$ cat config.mk
export PLATFORM = sky130hd
export DESIGN_NAME = dbgmc_core
export DESIGN_NICKNAME = d
export VERILOG_FILES = /design/src/pkg/dbgmc_pkg.sv /design/src/dbgmc_serial.sv /design/src/dbgmc_core.sv
export VERILOG_INCLUDE_DIRS = /design/src /design/src/pkg
export SDC_FILE = /design/constraint.sdc
export NUM_CORES = 1
export LEC_CHECK = 0
export BUFFER_PORTS_ARGS = -buffer_cell sky130_fd_sc_hd__buf_2
export CELL_PAD_IN_SITES_DETAIL_PLACEMENT = 0
export CELL_PAD_IN_SITES_GLOBAL_PLACEMENT = 2
export CORE_MARGIN = 2
export CORE_UTILIZATION = 32
export CTS_BUF_LIST = sky130_fd_sc_hd__clkbuf_8
export CTS_CLUSTER_DIAMETER = 100
export DETAILED_ROUTE_END_ITERATION = 8
export HOLD_SLACK_MARGIN = 0.08
export PLACE_DENSITY_LB_ADDON = 0.15
export RECOVER_POWER = 50
export REMOVE_ABC_BUFFERS = 1
export SYNTH_ARGS = -nofsm -noshare
export SYNTH_HDL_FRONTEND = slang
export SYNTH_SLANG_ARGS = --single-unit
$ cat constraint.sdc
create_clock -name core_clk_i -period 2.2 [get_ports core_clk_i]
set_input_delay 0.22 -clock core_clk_i [delete_from_list [all_inputs] [get_ports core_clk_i]]
set_output_delay 0.22 -clock core_clk_i [all_outputs]
set_load 0.05 [all_outputs]
$ cat src/pkg/dbgmc_cfg.svh
// constants of the debug port memory and register command logic
`ifndef DBGMC_CFG_SVH
`define DBGMC_CFG_SVH

// ----------------------------------------------------------------
// link framing
// ----------------------------------------------------------------
`define DBGMC_FRAME_BITS   5'h11
`define DBGMC_CNT_W        5

// ----------------------------------------------------------------
// command word fields
// ----------------------------------------------------------------
`define DBGMC_SIZE_HI      7
`define DBGMC_SIZE_LO      6
`define DBGMC_OP_WREG      8'h20
`define DBGMC_OP_WREG_SUB  4'h8
`define DBGMC_OP_READ      8'h19
`define DBGMC_OP_WRITE     8'h18
`define DBGMC_OP_DUMP      8'h1D
`define DBGMC_OP_FILL      8'h1C
`define DBGMC_CMD_GO       16'h0C00
`define DBGMC_CMD_NOP      16'h0000

// ----------------------------------------------------------------
// responses, status bit in bit 16
// ----------------------------------------------------------------
`define DBGMC_RSP_DONE     17'h0_FFFF
`define DBGMC_RSP_NRDY     17'h1_0000
`define DBGMC_RSP_ILL      17'h1_FFFF
`define DBGMC_RSP_BERR     17'h1_0001

`endif

$ cat src/pkg/dbgmc_pkg.sv
// types of the debug port memory and register command logic
package dbgmc_pkg;

    // ------------------------------------------------------------
    // operand size field
    // ------------------------------------------------------------
    typedef logic [1:0] dbgmc_size_t;
    localparam dbgmc_size_t DBGMC_SZ_BYTE = 2'h0;
    localparam dbgmc_size_t DBGMC_SZ_WORD = 2'h1;
    localparam dbgmc_size_t DBGMC_SZ_LONG = 2'h2;
    localparam dbgmc_size_t DBGMC_SZ_RSVD = 2'h3;

    // ------------------------------------------------------------
    // sequencer states and pending command kinds
    // ------------------------------------------------------------
    typedef enum logic [1:0] {
        ST_CMD, ST_OPND, ST_MEM, ST_RES_LO
    } dbgmc_state_e;

    typedef enum logic [2:0] {
        K_WREG, K_READ, K_WRITE, K_DUMP, K_FILL
    } dbgmc_kind_e;

endpackage : dbgmc_pkg

$ cat src/dbgmc_serial.sv
// 17-bit serial shifter of the debug port, sampled by the core clock
`timescale 1ns/1ns
`include "dbgmc_cfg.svh"
module dbgmc_serial (
    // clock and reset
    input  wire logic        core_clk_i,
    input  wire logic        sys_rst_i,
    // link pins
    input  wire logic        dsclk_i,
    input  wire logic        dsi_i,
    output logic             dso_o,
    // core side
    input  wire logic [16:0] tx_word_i,
    output logic             rx_valid_o,
    output logic [15:0]      rx_word_o
);

    // ------------------------------------------------------------
    // synchronisers
    // ------------------------------------------------------------
    logic        clk_s1_q, clk_s2_q, clk_s3_q;
    logic        dat_s1_q, dat_s2_q;
    logic        rise, fall;
    logic [`DBGMC_CNT_W-1:0] cnt_q;
    logic [16:0] rx_sh_q;
    logic [15:0] tx_sh_q;

    always_ff @(posedge core_clk_i) begin
        if (sys_rst_i) begin
            clk_s1_q <= 1'b0;
            clk_s2_q <= 1'b0;
            clk_s3_q <= 1'b0;
            dat_s1_q <= 1'b0;
            dat_s2_q <= 1'b0;
        end else begin
            clk_s1_q <= dsclk_i;
            clk_s2_q <= clk_s1_q;
            clk_s3_q <= clk_s2_q;
            dat_s1_q <= dsi_i;
            dat_s2_q <= dat_s1_q;
        end
    end

    assign rise = clk_s2_q & ~clk_s3_q;
    assign fall = ~clk_s2_q & clk_s3_q;

    // ------------------------------------------------------------
    // shifting, response latched at the first edge of a frame
    // ------------------------------------------------------------
    always_ff @(posedge core_clk_i) begin
        if (sys_rst_i) begin
            cnt_q      <= '0;
            rx_sh_q    <= '0;
            tx_sh_q    <= '0;
            dso_o      <= 1'b0;
            rx_valid_o <= 1'b0;
            rx_word_o  <= '0;
        end else begin
            rx_valid_o <= 1'b0;
            if (rise) begin
                rx_sh_q <= {rx_sh_q[15:0], dat_s2_q};
                if (cnt_q == '0) begin
                    tx_sh_q <= tx_word_i[15:0];
                end
                if (cnt_q == `DBGMC_FRAME_BITS - 5'h01) begin
                    cnt_q      <= '0;
                    rx_valid_o <= 1'b1;
                    rx_word_o  <= {rx_sh_q[14:0], dat_s2_q};
                end else begin
                    cnt_q <= cnt_q + 5'h01;
                end
            end else if (fall && cnt_q != '0) begin
                dso_o   <= tx_sh_q[15];
                tx_sh_q <= {tx_sh_q[14:0], 1'b0};
            end else if (cnt_q == '0) begin
                dso_o <= tx_word_i[16];
            end
        end
    end

endmodule : dbgmc_serial

$ cat src/dbgmc_core.sv
// debug port command logic for register writes and memory access
`timescale 1ns/1ns
`include "dbgmc_cfg.svh"
module dbgmc_core
    import dbgmc_pkg::*;
(
    // clock and reset
    input  wire logic        core_clk_i,
    input  wire logic        sys_rst_i,
    // serial link pins
    input  wire logic        dsclk_i,
    input  wire logic        dsi_i,
    output logic             dso_o,
    // halted core
    input  wire logic        cpu_halted_i,
    output logic             reg_wr_o,
    output logic [3:0]       reg_sel_o,
    output logic [31:0]      reg_wdata_o,
    output logic             resume_o,
    // debug address attribute
    input  wire logic [1:0]  transfer_type_field_i,
    input  wire logic [2:0]  transfer_modifier_field_i,
    // memory bus
    output logic             mem_req_o,
    output logic             mem_we_o,
    output logic [31:0]      mem_addr_o,
    output dbgmc_size_t      mem_size_o,
    output logic [31:0]      mem_wdata_o,
    output logic [1:0]       mem_tt_o,
    output logic [2:0]       mem_tm_o,
    input  wire logic        mem_ack_i,
    input  wire logic        mem_berr_i,
    input  wire logic [31:0] mem_rdata_i
);

    // ------------------------------------------------------------
    // helpers
    // ------------------------------------------------------------
    function automatic logic [31:0] f_inc(input dbgmc_size_t s);
        case (s)
            DBGMC_SZ_BYTE: f_inc = 32'h0000_0001;
            DBGMC_SZ_WORD: f_inc = 32'h0000_0002;
            default:       f_inc = 32'h0000_0004;
        endcase
    endfunction : f_inc

    function automatic logic [31:0] f_align(input logic [31:0] a,
                                            input dbgmc_size_t s);
        case (s)
            DBGMC_SZ_WORD: f_align = {a[31:1], 1'b0};
            DBGMC_SZ_LONG: f_align = {a[31:2], 2'b00};
            default:       f_align = a;
        endcase
    endfunction : f_align

    // ------------------------------------------------------------
    // state
    // ------------------------------------------------------------
    dbgmc_state_e st_q;
    dbgmc_kind_e  kind_q;
    dbgmc_size_t  size_q;
    logic [16:0]  resp_q;
    logic [63:0]  ext_q;
    logic [1:0]   need_q;
    logic [31:0]  tmp_q;
    logic [15:0]  lo_q;
    logic         dump_ok_q;
    logic         fill_ok_q;
    logic         rx_valid;
    logic [15:0]  rx_word;

    // ------------------------------------------------------------
    // serial shifter
    // ------------------------------------------------------------
    dbgmc_serial u_serial (
        .core_clk_i (core_clk_i),
        .sys_rst_i  (sys_rst_i),
        .dsclk_i    (dsclk_i),
        .dsi_i      (dsi_i),
        .dso_o      (dso_o),
        .tx_word_i  (resp_q),
        .rx_valid_o (rx_valid),
        .rx_word_o  (rx_word)
    );

    // ------------------------------------------------------------
    // command decode
    // ------------------------------------------------------------
    logic        take_cmd;
    dbgmc_size_t cmd_sz;
    logic        sz_ok;
    logic        is_nop, is_go, is_wreg, is_read;
    logic        is_write, is_dump, is_fill;
    logic        last_op;
    logic [63:0] ext_n;
    logic [31:0] op_addr;
    logic [31:0] op_data;
    logic        mem_done;

    assign take_cmd = rx_valid && st_q == ST_CMD;
    assign cmd_sz   = rx_word[`DBGMC_SIZE_HI:`DBGMC_SIZE_LO];
    assign sz_ok    = cmd_sz != DBGMC_SZ_RSVD;
    assign is_nop   = rx_word == `DBGMC_CMD_NOP;
    assign is_go    = rx_word == `DBGMC_CMD_GO;
    assign is_wreg  = rx_word[15:8] == `DBGMC_OP_WREG &&
                      rx_word[7:4] == `DBGMC_OP_WREG_SUB;
    assign is_read  = rx_word[15:8] == `DBGMC_OP_READ && sz_ok;
    assign is_write = rx_word[15:8] == `DBGMC_OP_WRITE && sz_ok;
    assign is_dump  = rx_word[15:8] == `DBGMC_OP_DUMP && sz_ok;
    assign is_fill  = rx_word[15:8] == `DBGMC_OP_FILL && sz_ok;
    assign last_op  = rx_valid && st_q == ST_OPND && need_q == 2'h1;
    assign ext_n    = {ext_q[47:0], rx_word};
    assign mem_done = mem_req_o && (mem_ack_i || mem_berr_i);

    always_comb begin
        op_addr = ext_n[31:0];
        op_data = {16'h0000, ext_n[15:0]};
        if (size_q == DBGMC_SZ_LONG) begin
            op_data = ext_n[31:0];
        end
        case (kind_q)
            K_WRITE: begin
                op_addr = (size_q == DBGMC_SZ_LONG) ? ext_n[63:32]
                                                    : ext_n[47:16];
            end
            K_FILL:  op_addr = tmp_q;
            default: op_addr = ext_n[31:0];
        endcase
    end

    // ------------------------------------------------------------
    // sequencer and responses
    // ------------------------------------------------------------
    always_ff @(posedge core_clk_i) begin
        if (sys_rst_i) begin
            st_q   <= ST_CMD;
            kind_q <= K_WREG;
            size_q <= DBGMC_SZ_BYTE;
            resp_q <= `DBGMC_RSP_DONE;
            need_q <= 2'h0;
            lo_q   <= '0;
        end else begin
            case (st_q)
                ST_CMD: if (rx_valid) begin
                    size_q <= cmd_sz;
                    if (is_nop || is_go) begin
                        resp_q <= `DBGMC_RSP_DONE;
                    end else if (is_wreg) begin
                        kind_q <= K_WREG;
                        need_q <= 2'h2;
                        st_q   <= ST_OPND;
                        resp_q <= `DBGMC_RSP_NRDY;
                    end else if (is_read) begin
                        kind_q <= K_READ;
                        need_q <= 2'h2;
                        st_q   <= ST_OPND;
                        resp_q <= `DBGMC_RSP_NRDY;
                    end else if (is_write) begin
                        kind_q <= K_WRITE;
                        need_q <= (cmd_sz == DBGMC_SZ_LONG) ? 2'h0
                                                            : 2'h3;
                        st_q   <= ST_OPND;
                        resp_q <= `DBGMC_RSP_NRDY;
                    end else if (is_dump && dump_ok_q) begin
                        kind_q <= K_DUMP;
                        st_q   <= ST_MEM;
                        resp_q <= `DBGMC_RSP_NRDY;
                    end else if (is_fill && fill_ok_q) begin
                        kind_q <= K_FILL;
                        need_q <= (cmd_sz == DBGMC_SZ_LONG) ? 2'h2
                                                            : 2'h1;
                        st_q   <= ST_OPND;
                        resp_q <= `DBGMC_RSP_NRDY;
                    end else begin
                        resp_q <= `DBGMC_RSP_ILL;
                    end
                end
                ST_OPND: if (rx_valid) begin
                    need_q <= need_q - 2'h1;
                    if (need_q == 2'h1) begin
                        if (kind_q != K_WREG) begin
                            st_q <= ST_MEM;
                        end else begin
                            st_q <= ST_CMD;
                            resp_q <= cpu_halted_i ? `DBGMC_RSP_DONE
                                                   : `DBGMC_RSP_BERR;
                        end
                    end
                end
                ST_MEM: if (mem_done) begin
                    st_q <= ST_CMD;
                    if (mem_berr_i) begin
                        resp_q <= `DBGMC_RSP_BERR;
                    end else if (mem_we_o) begin
                        resp_q <= `DBGMC_RSP_DONE;
                    end else if (size_q == DBGMC_SZ_LONG) begin
                        resp_q <= {1'b0, mem_rdata_i[31:16]};
                        lo_q   <= mem_rdata_i[15:0];
                        st_q   <= ST_RES_LO;
                    end else if (size_q == DBGMC_SZ_WORD) begin
                        resp_q <= {1'b0, mem_rdata_i[15:0]};
                    end else begin
                        resp_q <= {9'h000, mem_rdata_i[7:0]};
                    end
                end
                ST_RES_LO: if (rx_valid) begin
                    resp_q <= {1'b0, lo_q};
                    st_q   <= ST_CMD;
                end
                default: st_q <= ST_CMD;
            endcase
        end
    end

    // ------------------------------------------------------------
    // operand collection
    // ------------------------------------------------------------
    always_ff @(posedge core_clk_i) begin
        if (sys_rst_i) begin
            ext_q <= '0;
        end else if (rx_valid && st_q == ST_OPND) begin
            ext_q <= ext_n;
        end
    end

    // ------------------------------------------------------------
    // register write and resume
    // ------------------------------------------------------------
    always_ff @(posedge core_clk_i) begin
        if (sys_rst_i) begin
            reg_wr_o    <= 1'b0;
            reg_sel_o   <= '0;
            reg_wdata_o <= '0;
            resume_o    <= 1'b0;
        end else begin
            reg_wr_o <= 1'b0;
            resume_o <= take_cmd && is_go && cpu_halted_i;
            if (take_cmd && is_wreg) begin
                reg_sel_o <= rx_word[3:0];
            end
            if (last_op && kind_q == K_WREG && cpu_halted_i) begin
                reg_wr_o    <= 1'b1;
                reg_wdata_o <= ext_n[31:0];
            end
        end
    end

    // ------------------------------------------------------------
    // memory access
    // ------------------------------------------------------------
    always_ff @(posedge core_clk_i) begin
        if (sys_rst_i) begin
            mem_req_o   <= 1'b0;
            mem_we_o    <= 1'b0;
            mem_addr_o  <= '0;
            mem_size_o  <= DBGMC_SZ_BYTE;
            mem_wdata_o <= '0;
            mem_tt_o    <= '0;
            mem_tm_o    <= '0;
        end else if (mem_done) begin
            mem_req_o <= 1'b0;
        end else if ((take_cmd && is_dump && dump_ok_q) ||
                     (last_op && kind_q != K_WREG)) begin
            mem_req_o  <= 1'b1;
            mem_tt_o   <= transfer_type_field_i;
            mem_tm_o   <= transfer_modifier_field_i;
            if (st_q == ST_CMD) begin
                mem_we_o   <= 1'b0;
                mem_size_o <= cmd_sz;
                mem_addr_o <= f_align(tmp_q, cmd_sz);
            end else begin
                mem_we_o    <= kind_q == K_WRITE || kind_q == K_FILL;
                mem_size_o  <= size_q;
                mem_addr_o  <= f_align(op_addr, size_q);
                mem_wdata_o <= op_data;
            end
        end
    end

    // ------------------------------------------------------------
    // temporary address and block command permission
    // ------------------------------------------------------------
    always_ff @(posedge core_clk_i) begin
        if (sys_rst_i) begin
            tmp_q <= '0;
        end else if (mem_done) begin
            tmp_q <= mem_addr_o + f_inc(mem_size_o);
        end
    end

    always_ff @(posedge core_clk_i) begin
        if (sys_rst_i) begin
            dump_ok_q <= 1'b0;
            fill_ok_q <= 1'b0;
        end else if (take_cmd && !is_nop) begin
            dump_ok_q <= is_read || (is_dump && dump_ok_q);
            fill_ok_q <= is_write || (is_fill && fill_ok_q);
        end
    end
endmodule : dbgmc_core

======== After elaboration in Yosys (flattened, before gate mapping) ========
Index checks and enable logic that the tools add are counted.
cells by class
  add/sub/neg operators ................... 3
  equal/unequal tests ..................... 31
  mux-type cells .......................... 69
  bitwise gates (word level) .............. 10
  reductions and logical operators ........ 52
operators with widths
  operator                                         count
  two-way mux 16 bit                               11
  two-way mux 32 bit                               5
  two-way mux 17 bit                               9
  one-hot mux 17 bit (4 select lines)              1
  one-hot mux 32 bit (2 select lines)              1
  two-way mux 2 bit                                26
  adder 32 bit                                     1
  == test 8 x 5 -> 1 bit, second input constant    4
  logical AND 1 bit                                21
  == test 16 x 12 -> 1 bit, second input constant  1
  zero test 16 bit                                 1
  two-way mux 3 bit                                5
  != test 2 bit, second input constant             6
  one-hot mux 2 bit (2 select lines)               3
  AND reduction 6 bit                              2
  == test 2 x 1 -> 1 bit, second input constant    5
  AND reduction 2 bit                              5
  nonzero test 5 bit                               2
  == test 2 bit, second input constant             4
  == test 8 x 6 -> 1 bit, second input constant    1
  NOT 1 bit                                        8
  one-hot mux 2 bit (4 select lines)               1
  AND reduction 7 bit                              1
  logical OR 1 bit                                 6
  24 further kinds                                 35
word-level totals
  flip-flop bits (word level) ............. 294
  input bits .............................. 44
  output and inout bits ................... 112
  logic and storage cells ................. 197

======== Depth between registers and ports, before layout ========
  word-level depth ........................ 11
  depth in mapped cells ................... 9
  depth with buffers taken out ............ 9

======== Cells and area by module ========
From an unflattened synthesis, not the netlist that was laid out.
second synthesis, totals
  cells, all modules ...................... 1,630
  area, all modules ....................... 13,090.1 µm²
by module, submodules not included
  module        instances  cells each  area each (µm²)  seq. area each (µm²)
  dbgmc_core    1          1,346       10,686.5         4,704.5
  dbgmc_serial  1          284         2,403.6          1,181.1

======== Worst setup path before layout ========
Ideal clock, no wire load.
  path kind ............................... reg-to-reg
  from .................................... register mem_size_o[1]
  to ...................................... register tmp_q[27]
  setup time .............................. 0.074 ns
  arrival time ............................ 2.524 ns
  required time ........................... 2.126 ns
  setup slack ............................. -0.398 ns
  cell stages (with the launch flop) ...... 10
  path buffers ............................ 1
  clock period less this slack ............ 2.598 ns
  cell sequence ........................... dfxtp_1 -> nand2b_1 -> inv_1 -> ha_1 -> a21o_1 -> a21oi_1 -> or4_1 -> clkbuf_1 -> or3_1 -> a31oi_1
on the way
  word-level cells in the longest chain between the ends .. 5
  elaborated cells on any way between the ends .. 6
  those cells by class .................... add/sub (1); eq/ne (1); mux (3); reduce/logical (1)
RTL lines
  element                                                    RTL line           text
  start: declaration                                         dbgmc_core.sv:27   output dbgmc_size_t mem_size_o,
  start signal: assignment                                   dbgmc_core.sv:269  mem_size_o <= cmd_sz;
  start signal: assignment                                   dbgmc_core.sv:273  mem_size_o <= size_q;
  == test 2 x 1 -> 1 bit or zero test 2 bit (tied branches)  dbgmc_core.sv:40   case (s)
  one-hot mux 3 bit (2 select lines) (*)                     dbgmc_core.sv:40
  two-way mux 32 bit (*)                                     dbgmc_core.sv:286  end else if (mem_done) begin
  two-way mux 32 bit (*)                                     dbgmc_core.sv:284  if (sys_rst_i) begin
  adder 32 bit (*)                                           dbgmc_core.sv:287  tmp_q <= mem_addr_o + f_inc(mem_size_o);
  end signal: assignment                                     dbgmc_core.sv:287
  end: declaration                                           dbgmc_core.sv:65   logic [31:0] tmp_q;
Every way passes the cells marked *; elsewhere a longest branch is shown, timed or not. The select of a mux whose other input is x is not followed.
A chain may end at the register's enable or synchronous reset.

======== Worst setup path in the final report ========
  from .................................... register u_serial.rx_word_o[15]
  to ...................................... register mem_addr_o[31]
on the way
  word-level cells in the longest chain between the ends .. 6
RTL lines
  element                                  RTL line            text
  start: declaration                       dbgmc_serial.sv:15  output logic [15:0] rx_word_o
  start signal: assignment                 dbgmc_serial.sv:68  rx_word_o <= {rx_sh_q[14:0], dat_s2_q};
  == test 8 x 5 -> 1 bit (no source line)  --
  logical AND 1 bit                        dbgmc_core.sv:109   assign is_dump = rx_word[15:8] == `DBGMC_OP_DUMP && sz_ok;
  logical AND 1 bit (2 in a row)           dbgmc_core.sv:262   end else if ((take_cmd && is_dump && dump_ok_q) ||
  logical OR 1 bit                         dbgmc_core.sv:262
  AND reduction 2 bit (no source line)     --
  end signal: assignment                   dbgmc_core.sv:270   mem_addr_o <= f_align(tmp_q, cmd_sz);
  end signal: assignment                   dbgmc_core.sv:274   mem_addr_o <= f_align(op_addr, size_q);
  end: declaration                         dbgmc_core.sv:26    output logic [31:0] mem_addr_o,
Every way passes these cells.

==> flow_metrics.py <==
metrics = {
    "status": {
        "violations": "setup timing",
        "status": "complete, but fails checks",
    },
    "clock_tree": {
        "cts_buffer_depth": 3,
        "clock_sinks": 294,
        "insertion_delay_ns": 0.66,
        "cts_tree": "yes",
        "path_clk_slew_ns": 0.06,
        "htree_levels": 2,
        "cts_buffers": 56,
        "cts_root_buf": "clkbuf_8",
    },
    "sta": {
        "final_hold_viol_count": 0,
        "fmaxAchievable_ghz": 0.445,
        "drv_slew": 0,
        "grt_setup_unrepaired": "true",
        "finalWorstSetupSlack_ns": -0.0469,
        "slew_headroom": 0.203,
        "fin_skew_ns": 0.0406,
        "min_period_ns": 2.25,
        "fin_crit_sh": 1.02,
        "worstMarginPinSlew_ns": 1.20,
        "holdWs_ns": 0.125,
        "setup_viol": 24,
    },
    "yosys": {
        "yosys_most_used_dff": "dfxtp_1",
        "synth_warnings": 0,
        "ys_types": 63,
        "seq_area_frac_synth": 0.461,
        "syn_area_per_cell_um2": 7.95,
        "async_reset_ff_frac": 0,
        "synth.ff_latch_count": 294,
        "netlist_instances": 1606,
        "syn_area_um2": 12800,
        "synth_edf_count": 0,
    },
    "final_layout": {
        "fin_cells": 2425,
        "syn_to_final_growth_pct": 31.7,
        "layout_common_cells": "393 x nand2_1, 289 x dfxtp_1, 209 x a21oi_1",
        "final_nets": 1913,
        "layout_commonest_cell": "nand2_1",
        "drive_above_1_share": 0.185,
        "antenna_cells": 0,
    },
    "die": {
        "die_w_um": 204,
        "coreArea_um2": 39500,
        "initial_core_util": 0.323,
        "die_area_um2": 41500,
        "fp-row-count": 73,
        "io_pins": 156,
        "die_h_um": 204,
    },
    "pwr": {
        "powerDensity_nw_per_um2": 657,
        "power.leakage_uw": 0.00588,
        "ir_drop_v": 0.000407,
    },
    "route": {
        "wirelength_mm": 44.6,
        "wl_met3_mm": 2.36,
        "drtIter0Drc": 780,
        "vias_per_cell": 5.09,
        "drc": 0,
        "dr_wl_met2_mm": 19.4,
        "ant_nets": 0,
        "routed-via-count": 12300,
        "drt_first_pass_iters": 5,
        "wl_met1_mm": 22.0,
        "wl_per_cell_um": 18.4,
        "dr.max_layer_used": "met4",
    },
    "grt": {
        "overflow": 0,
        "grt_max_degree": 118,
        "grt_pass1_wl_mm": 67.9,
        "antenna_found_initial": 0,
        "grtUsageTotal": 0.208,
        "grt_pass1_vias": 11800,
    },
    "critical_path": {
        "worstSetupStartpointType": "register",
        "crit_type": "reg2reg",
        "worstPathRequired_ns": 2.78,
        "crit_arrival_ns": 2.82,
        "path_max_fanout": 7,
        "end_kind": "register",
    },
    "job": {
        "cap_violations": 0,
    },
    "placement": {
        "hpwl_mm": 27.7,
        "place_congestion": 0.793,
        "placedCellCount": 2267,
        "io_buffers": 155,
    },
    "hold_path": {
        "hold_path_class": "in2reg",
    },
}
[report_power, final]
group	internal (uW)	total, uW	switching, uW
Sequential	5350	5370	14.7
Combinational	143	341	199
Clock	2950	5340	2390
[sequential cells by signal, indices dropped and copies added (netlist names), 3 cells and up]
name	cells
ext_q	48
mem_addr_o	32
mem_wdata_o	32
reg_wdata_o	32
tmp_q	32
resp_q	17
lo_q	16
u_serial.rx_word_o	16
u_serial.tx_sh_q	16
u_serial.rx_sh_q	15
u_serial.cnt_q	5
reg_sel_o	4
kind_q	3
mem_tm_o	3
[final timing paths]
path,depth (start not counted),end,from,slack [ns]
setup / recovery,8,mem_addr_o[31],u_serial.rx_word_o[15],-0.05
hold / removal,4,resp_q[5],mem_rdata_i[21],0.12
setup reg to reg,8,mem_addr_o[31],u_serial.rx_word_o[15],-0.05
hold reg to reg,1,u_serial.dat_s2_q,u_serial.dat_s1_q,0.44
[cells in the mapped netlist (all sizes together), types with 6 or more instances]
master     n  share of area
mux2i     38          0.030
o21ai     57          0.022
o211ai     6         0.0035
a311oi    18          0.012
a31oi     11         0.0054
a22oi     28          0.016
nor3      19         0.0078
nor4      10         0.0049
nand3     45          0.018
xnor2     23          0.016
buf       17         0.0069
o22a      15          0.010
nand2    416           0.12
inv       21         0.0062
a21oi    234          0.092
o2bb2ai   32          0.022
nand2b     9         0.0044
nand4     10         0.0049
a211oi    21          0.013
dfxtp    294           0.46
xor2       7         0.0048
nor2      58          0.017
nor2b     19         0.0093
clkbuf   116          0.034
ha        12          0.012
or3        7         0.0034
[layout make-up]
type                       instances  area (um^2)
fill                            4072        22700
clock buffer                      70          963
inverter                          21         78.8
tap                              525          657
sequential                       294         5890
multi-input combinational       1158         6800
clock inverter                    32          156
timing repair buffer             325         2280
[worst max-delay path: stages (launching register included)]
cell and delay (ns):
dfxtp_2 0.32, or3_4 0.38, or4_4 0.58, buf_6 0.15, a211oi_4 0.24, buf_6 0.17, clkbuf_16 0.18, nand2_4 0.05
a21oi_2 0.13
[repair_timing]
item,4_1_cts,5_1_grt
gates cloned,1,7
setup buffers,3,5
endpoints found under the hold margin,64,0
setup endpoints to repair,53,84
pin swaps,3,40
resized for setup,10,120
hold buffers,41,0
[cells by family after synthesis]
group	share of synthesized area
mux	0.0307
simple gates	0.212
buf+inv	0.0472
flops	0.461
compound gates	0.216
fa+ha+maj	0.0133
xor+xnor	0.0206
[layer usage]
metal	vias to the layer above	GRT usage
met5	-	0
met4	0	0.0670
met3	71	0.0431
met2	308	0.315
met1	5886	0.294
li1	6080	-
[through the flow]
stage               area, um^2  setup slack, ns   util  setup TNS, ns  total power [uW]
global placement         14700          -0.0465  0.373          -1.16              5750
CTS                      16400          -0.0157  0.414        -0.0420             11200
global route             16800           -0.123  0.426          -2.92             11500
finish                   16800          -0.0469  0.426         -0.479             11000
floorplan                12300            -1.81      -        -252.40              5570
detailed placement       14700           -0.106  0.373          -2.43              5750
No activity file was read; power rests on OpenSTA's default activity.
